**src/irq_status_pkg.sv**
```systemverilog
// constants for the interrupt status collector
package irq_status_pkg;
    localparam int          ADDR_W        = 14;
    localparam int          DATA_W        = 32;
    localparam int          TIMER_W       = 16;
    // the status register answers at two aliased offsets
    localparam logic [13:0] STS_OFFSET    = 14'h0058;
    localparam logic [13:0] STS_ALIAS     = 14'h3058;
    // bit positions
    localparam int          SOFT_BIT      = 31;
    localparam int          READY_BIT     = 30;
    localparam int          PHY2_BIT      = 27;
    localparam int          PHY1_BIT      = 26;
    localparam int          TIMER_BIT     = 19;
    localparam int          POWER_BIT     = 17;
    localparam int          CORE_BIT      = 0;
    // defined bits and the write-one-to-clear subset
    localparam logic [31:0] DEFINED_MASK  = 32'hcc0a_0001;
    localparam logic [31:0] W1C_MASK      = 32'hc00a_0000;
    localparam logic [31:0] STS_RESET     = 32'h0000_0000;
    // the timer wraps from zero to its top value
    localparam logic [15:0] TIMER_ZERO    = 16'h0000;
    localparam logic [15:0] TIMER_TOP     = 16'hffff;
    // read data appears this many cycles after the read strobe
    localparam int          READ_LATENCY  = 1;
endpackage

```
**src/event_flag_cell.sv**
```systemverilog
// one sticky status flag with set-over-clear priority
`timescale 1ns/1ps
module event_flag_cell (
    input  wire logic core_clk,
    input  wire logic rst_n,
    input  wire logic set_evt,
    input  wire logic clear_req,
    input  wire logic clear_allow,
    output logic      flag
);
    logic next_flag;

    // a set in the same cycle as a clear wins so no event is lost
    assign next_flag = set_evt | (flag & ~(clear_req & clear_allow));

    always_ff @(posedge core_clk) begin
        if (!rst_n) begin
            flag <= 1'b0;
        end else begin
            flag <= next_flag;
        end
    end
endmodule

```
**src/interrupt_status_collector.sv**
```systemverilog
// interrupt status register with aliased host access and irq output
`timescale 1ns/1ps
module interrupt_status_collector
    import irq_status_pkg::*;
#(
    parameter int TIMER_BITS = TIMER_W
) (
    input  wire logic                  core_clk,
    input  wire logic                  rst_n,
    input  wire logic [ADDR_W-1:0]     host_addr,
    input  wire logic                  host_wr,
    input  wire logic                  host_rd,
    input  wire logic [DATA_W-1:0]     host_wdata,
    output logic      [DATA_W-1:0]     host_rdata,
    output logic                       host_hit,
    input  wire logic                  soft_trigger_arm,
    input  wire logic                  device_ready,
    input  wire logic                  first_phy_event,
    input  wire logic                  second_phy_event,
    input  wire logic [TIMER_BITS-1:0] timer_count_value,
    input  wire logic                  power_event_pulse,
    input  wire logic                  power_event_pending,
    input  wire logic                  fieldbus_core_event,
    input  wire logic [DATA_W-1:0]     irq_enable,
    input  wire logic                  irq_out_enable,
    input  wire logic                  deassert_hold,
    output logic                       master_irq,
    output logic                       irq_pin
);
    logic                  arm_prev;
    logic                  ready_prev;
    logic [TIMER_BITS-1:0] timer_prev;
    logic                  timer_seen;
    logic                  soft_flag;
    logic                  ready_flag;
    logic                  timer_flag;
    logic                  power_flag;
    logic [DATA_W-1:0]     status;
    logic                  next_master;
    logic                  next_pin;

    function automatic logic addr_hits(input logic [ADDR_W-1:0] a);
        return (a == STS_OFFSET) || (a == STS_ALIAS);
    endfunction

    wire                  sts_sel     = addr_hits(host_addr);
    wire                  sts_wr      = host_wr & sts_sel;
    wire                  sts_rd      = host_rd & sts_sel;
    // only defined w1c positions react to a write; others ignore it
    wire [DATA_W-1:0]     clear_bits  = sts_wr ? (host_wdata & W1C_MASK) : '0;
    wire                  soft_set    = soft_trigger_arm & ~arm_prev;
    wire                  ready_set   = device_ready & ~ready_prev;
    // wrap seen only after one valid sample so reset does not fake it
    wire                  timer_set   = timer_seen && (timer_prev == TIMER_BITS'(TIMER_ZERO))
                                        && (timer_count_value == TIMER_BITS'(TIMER_TOP));
    wire                  power_clear_ok = ~power_event_pending;
    wire [DATA_W-1:0]     active_bits = status & irq_enable;
    wire                  power_active = power_flag & irq_enable[POWER_BIT];
    wire                  other_active = |(active_bits & ~(DATA_W'(1) << POWER_BIT));

    event_flag_cell u_soft (
        .core_clk    (core_clk),
        .rst_n       (rst_n),
        .set_evt     (soft_set),
        .clear_req   (clear_bits[SOFT_BIT]),
        .clear_allow (1'b1),
        .flag        (soft_flag)
    );

    event_flag_cell u_ready (
        .core_clk    (core_clk),
        .rst_n       (rst_n),
        .set_evt     (ready_set),
        .clear_req   (clear_bits[READY_BIT]),
        .clear_allow (1'b1),
        .flag        (ready_flag)
    );

    event_flag_cell u_timer (
        .core_clk    (core_clk),
        .rst_n       (rst_n),
        .set_evt     (timer_set),
        .clear_req   (clear_bits[TIMER_BIT]),
        .clear_allow (1'b1),
        .flag        (timer_flag)
    );

    // a clear of the power flag is refused while power_event_pending is high
    event_flag_cell u_power (
        .core_clk    (core_clk),
        .rst_n       (rst_n),
        .set_evt     (power_event_pulse),
        .clear_req   (clear_bits[POWER_BIT]),
        .clear_allow (power_clear_ok),
        .flag        (power_flag)
    );

    always_comb begin
        status            = STS_RESET;
        status[SOFT_BIT]  = soft_flag;
        status[READY_BIT] = ready_flag;
        status[PHY2_BIT]  = second_phy_event;
        status[PHY1_BIT]  = first_phy_event;
        status[TIMER_BIT] = timer_flag;
        status[POWER_BIT] = power_flag;
        status[CORE_BIT]  = fieldbus_core_event;
    end

    assign next_master = |active_bits;
    // hold applies to all sources except the power event
    assign next_pin    = irq_out_enable & (power_active | (other_active & ~deassert_hold));

    always_ff @(posedge core_clk) begin
        if (!rst_n) begin
            arm_prev   <= 1'b0;
            ready_prev <= 1'b0;
            timer_prev <= '0;
            timer_seen <= 1'b0;
        end else begin
            arm_prev   <= soft_trigger_arm;
            ready_prev <= device_ready;
            timer_prev <= timer_count_value;
            timer_seen <= 1'b1;
        end
    end

    always_ff @(posedge core_clk) begin
        if (!rst_n) begin
            host_rdata <= '0;
            host_hit   <= 1'b0;
        end else begin
            host_rdata <= sts_rd ? (status & DEFINED_MASK) : '0;
            host_hit   <= sts_rd;
        end
    end

    always_ff @(posedge core_clk) begin
        if (!rst_n) begin
            master_irq <= 1'b0;
            irq_pin    <= 1'b0;
        end else begin
            master_irq <= next_master;
            irq_pin    <= next_pin;
        end
    end
endmodule

```
**config.mk**
```make
export PLATFORM = sky130hd
export DESIGN_NAME = interrupt_status_collector
export DESIGN_NICKNAME = d
export VERILOG_FILES = /design/src/irq_status_pkg.sv /design/src/event_flag_cell.sv /design/src/interrupt_status_collector.sv
export SDC_FILE = /design/constraint.sdc
export NUM_CORES = 1
export LEC_CHECK = 0
export BUFFER_PORTS_ARGS = -buffer_cell sky130_fd_sc_hd__buf_2
export CAP_MARGIN = 25
export CORE_MARGIN = 4
export CORE_UTILIZATION = 34
export DETAILED_ROUTE_END_ITERATION = 10
export GPL_TIMING_DRIVEN = 0
export PLACE_DENSITY = 0.86
export REMOVE_ABC_BUFFERS = 1
export SETUP_SLACK_MARGIN = 0.15
export SYNTH_ARGS = -nofsm -noshare
export SYNTH_HDL_FRONTEND = slang
export SYNTH_SLANG_ARGS = --single-unit
```
**constraint.sdc**
```tcl
create_clock -name core_clk -period 1.85 [get_ports core_clk]
set_clock_uncertainty 0.15 [all_clocks]
set_input_delay 0.185 -clock core_clk [delete_from_list [all_inputs] [get_ports core_clk]]
set_output_delay 0.185 -clock core_clk [all_outputs]
set_load 0.01 [all_outputs]
```
==> results_tabular.tex <==
\begin{tabular}{lr}
\hline
Metric & Value \\
\hline
\multicolumn{2}{l}{\textbf{Timing}} \\
\quad Final Hold Fails & 0 \\
\quad Number of max-slew violations in the final report & 0 \\
\quad Fin crit share & 82.2\% \\
\quad Post-route minimum period & 1520 ps \\
\quad Worst Hold Margin & 24.4 ps \\
\quad Peak Freq & 658 MHz \\
\quad RSZ-0062 raised after global routing & no \\
\quad Setup TNS & 0 ps \\
\quad Number of failing setup endpoints in the final timing report & 0 \\
\quad Worst Slack Setup Final & 329 ps \\
\multicolumn{2}{l}{\textbf{Layout}} \\
\quad Largest register FFs & 16 \\
\quad Filler cell count in the final layout & 353 \\
\quad Final design instance area without fill & 1910 um2 \\
\quad Most flop-heavy register & timer\_prev \\
\quad Post-layout utilization of the core & 51.4\% \\
\quad NumNets Final & 323 \\
\quad Fraction of layout instances using a drive strength above 1 & 35.0\% \\
\quad Layout Area Growth over Synthesis & 43.5\% \\
\quad Diodes inserted & 0 \\
\quad Top Registers & timer\_prev (16), host\_rdata (7) \\
\quad Final standard cell count with taps included and fillers excluded & 265 \\
\multicolumn{2}{l}{\textbf{Global routing}} \\
\quad Via count of the first global-routing pass & 1149 \\
\quad Overflow left after global routing & 0 \\
\quad Initial antenna violation count & 0 \\
\quad Maximum number of pins on one net before global-route repair & 27 \\
\quad Wire length of the first global-routing pass & 4720 um \\
\quad All-layer global routing usage & 12.1\% \\
\multicolumn{2}{l}{\textbf{Setup path}} \\
\quad R2r startpoint & u\_soft.flag \\
\quad Endpoint type of the worst setup path & flip-flop \\
\quad Data required time at the worst endpoint & 1870 ps \\
\quad Type of origin of the critical path & input pin \\
\quad Worst-path maximum fanout & 4 \\
\quad Setup slack of the most critical reg-to-reg path & 610 ps \\
\quad Capture point of the worst reg-to-reg path & irq\_pin \\
\quad WS Path Type & in2reg \\
\quad Arrival time of the worst setup path & 1540 ps \\
\quad Worst stage delay on the critical path & 560 ps \\
\quad Critical Path, Cell by Cell & buf\_2 > or4\_4 > nor4b\_4 > nand3\_1 > a32o\_1 \\
\quad Cell class contributing the biggest share of worst-path delay & simple AND/OR/NAND/NOR gates \\
\quad Slowest CP cell & sky130\_fd\_sc\_hd\_\_or4\_4 \\
\quad Count of cells along the worst register-to-register path & 3 \\
\quad CP Buf/Inv Count & 1 \\
\multicolumn{2}{l}{\textbf{Die}} \\
\quad Site row count & 22 \\
\quad Top-Level Pins & 142 \\
\quad Core Area & 3720 um2 \\
\quad Chip Height & 70.6 um \\
\quad Total die area & 4980 um2 \\
\quad Starting Density & 35.8\% \\
\quad Horizontal die dimension & 70.6 um \\
\multicolumn{2}{l}{\textbf{Min path}} \\
\quad Origin of the worst min-delay path & device\_ready \\
\quad Terminating pin of the worst hold path & ready\_prev \\
\quad Hold crit path type & in2reg \\
\quad Cell depth of the worst min-delay path & 2 \\
\multicolumn{2}{l}{\textbf{Clock network}} \\
\quad Clock tree buffer depth & 2 \\
\quad \# Post-CTS Setup Buffers & 0 \\
\quad TritonCTS clock tree & yes \\
\quad Buffer type at the clock tree root & sky130\_fd\_sc\_hd\_\_clkbuf\_8 \\
\quad H-Tree Depth & 2 \\
\quad Number of sinks driven by the clock tree & 33 \\
\quad Latest clock arrival within the worst-skew pair & 270 ps \\
\quad Total CTS buffers & 5 \\
\quad Clock transition at the registers of the reported paths & 60 ps \\
\multicolumn{2}{l}{\textbf{Yosys}} \\
\quad Distinct cell type count after synthesis & 26 \\
\quad Synthesis-stage register bit count & 33 \\
\quad Main area contributors after synthesis & sky130\_fd\_sc\_hd\_\_dfxtp\_1, sky130\_fd\_sc\_hd\_\_buf\_4, sky130\_fd\_sc\_hd\_\_and2\_1, sky130\_fd\_sc\_hd\_\_nand4\_1, sky130\_fd\_sc\_hd\_\_a32o\_1 \\
\quad Mean Syn Cell Area & 10.5 um2 \\
\quad Number of standard cells after synthesis & 127 \\
\quad Fraction of the yosys area taken by sequential cells & 49.6\% \\
\quad Post-Syn Area & 1330 um2 \\
\quad Synth top area share & 49.6\% \\
\quad Cell taking the most area after synthesis & sky130\_fd\_sc\_hd\_\_dfxtp\_1 \\
\quad Synthesis warning total & 0 \\
\multicolumn{2}{l}{\textbf{Route}} \\
\quad Number of vias in the routed layout & 1118 \\
\quad Post-detailed-route wirelength per cell & 11.3 um \\
\quad DRC violations left & 0 \\
\quad Final ANT Viol Nets & 0 \\
\quad First-pass iteration count of the detailed router & 4 \\
\quad Drt total wl & 3000 um \\
\quad Detailed-route vias per instance & 4.22 \\
\quad Drt first-iter violations & 39 \\
\multicolumn{2}{l}{\textbf{Place}} \\
\quad Cell area reported after detailed placement & 1600 um2 \\
\quad Pre-CTS worst setup slack & -14.9 ps \\
\quad Number of buffers inserted by port buffering & 63 \\
\quad Placed Instances & 235 \\
\quad HPWL after detailed placement & 2240 um \\
\quad Global placement routability congestion & 0.817 \\
\multicolumn{2}{l}{\textbf{Power}} \\
\quad Lkg Pwr & 0.917 nW \\
\quad Power Density & 747 nW/um2 \\
\quad Highest ir drop seen on vdd & 0.221 mV \\
\quad Post-layout total power & 1.43 mW \\
\multicolumn{2}{l}{\textbf{Job}} \\
\quad Maximum Capacitance Violations & 0 \\
\multicolumn{2}{l}{\textbf{Status}} \\
\quad Result of the run & completed \\
\hline
\end{tabular}
-- synth_stat cells --
master and number:
sky130_fd_sc_hd__a222oi_1 1, sky130_fd_sc_hd__a22oi_1 2, sky130_fd_sc_hd__a31oi_1 1, sky130_fd_sc_hd__a32o_1 3, sky130_fd_sc_hd__and2_1 25, sky130_fd_sc_hd__and3_1 1
sky130_fd_sc_hd__and4b_1 1, sky130_fd_sc_hd__and4b_2 1, sky130_fd_sc_hd__buf_4 25, sky130_fd_sc_hd__clkbuf_1 2, sky130_fd_sc_hd__conb_1 1, sky130_fd_sc_hd__dfxtp_1 33
sky130_fd_sc_hd__inv_1 3, sky130_fd_sc_hd__nand2_1 6, sky130_fd_sc_hd__nand3_1 3, sky130_fd_sc_hd__nand4_1 5, sky130_fd_sc_hd__nand4bb_4 1, sky130_fd_sc_hd__nor2_1 2
sky130_fd_sc_hd__nor3_1 1, sky130_fd_sc_hd__nor4_1 3, sky130_fd_sc_hd__nor4_4 1, sky130_fd_sc_hd__nor4b_1 2, sky130_fd_sc_hd__nor4b_4 1, sky130_fd_sc_hd__o21ai_0 1
sky130_fd_sc_hd__or4_4 1, sky130_fd_sc_hd__xor2_1 1
-- worst max-delay path by stage --
stage / startpoint / to / slack, ps / cells past startpoint
final: host_addr[9] / u_timer.flag / 330 / 5
after global routing: host_addr[9] / u_timer.flag / 230 / 5
after CTS: host_addr[0] / host_rdata[31] / 230 / 5
after detailed placement: host_addr[0] / host_rdata[31] / -10 / 5
after global placement: host_addr[0] / host_rdata[26] / -30 / 5
after floorplan: host_addr[9] / u_timer.flag / 230 / 4
-- per-layer routing --
metal  GRT usage (%)  vias to the layer above  routed length, um
met5               0                        -                  0
met4            6.89                        0                 43
met3            3.41                        4                221
met2            22.8                       53               1620
met1            11.8                      498               1110
li1                -                      563                  -
-- worst register-to-register path: stages (launching register included) --
cell and delay, ps:
sky130_fd_sc_hd__dfxtp_1 330, sky130_fd_sc_hd__a222oi_1 340, sky130_fd_sc_hd__a31oi_1 150, sky130_fd_sc_hd__and3_1 170
-- what timing repair did --
item	in CTS	in global routing
resized for setup	0	1
hold buffers	22	0
hold endpoints to repair	22	0
endpoints found under the setup margin	0	7
-- kinds of logic after synthesis --
kind of cell           after synthesis  share of synthesized area [%]
buffers and inverters               30                           15.5
other                                1                          0.282
AO/OA/AOI/OAI                        8                           4.98
flip-flops                          33                           49.6
AND/OR/NAND/NOR                     54                           28.9
XOR/XNOR                             1                          0.658
-- power by group --
group	switching [mW]	total (mW)	internal (mW)	leakage, nW
sequential	0.0111	0.754	0.743	0.273
clock	0.229	0.489	0.260	0.0450
combinational	0.0831	0.186	0.102	0.599
-- cell usage in the layout (no fill, tap or decap), types with 2 or more instances in the layout --
master / count
sky130_fd_sc_hd__buf_2: 63
sky130_fd_sc_hd__dfxtp_1: 33
sky130_fd_sc_hd__and2_1: 25
sky130_fd_sc_hd__conb_1: 25
sky130_fd_sc_hd__dlygate4sd3_1: 22
sky130_fd_sc_hd__nand2_1: 6
sky130_fd_sc_hd__nand4_1: 5
sky130_fd_sc_hd__clkbuf_8: 5
sky130_fd_sc_hd__inv_1: 3
sky130_fd_sc_hd__nand3_1: 3
sky130_fd_sc_hd__a32o_1: 3
sky130_fd_sc_hd__nor4_1: 3
sky130_fd_sc_hd__nor2_1: 2
sky130_fd_sc_hd__a22oi_1: 2
sky130_fd_sc_hd__clkinv_2: 2
-- area by class of cell --
class	instances	area (um2)	area share, %
clock buffer	6	72.6	3.80
multi-input combinational	88	561	29.3
inverter	3	11.3	0.589
clock inverter	2	10.0	0.524
tap	48	60.1	3.14
sequential	33	661	34.6
timing repair buffer	85	536	28.0
No activity file was read; power rests on OpenSTA's default activity.
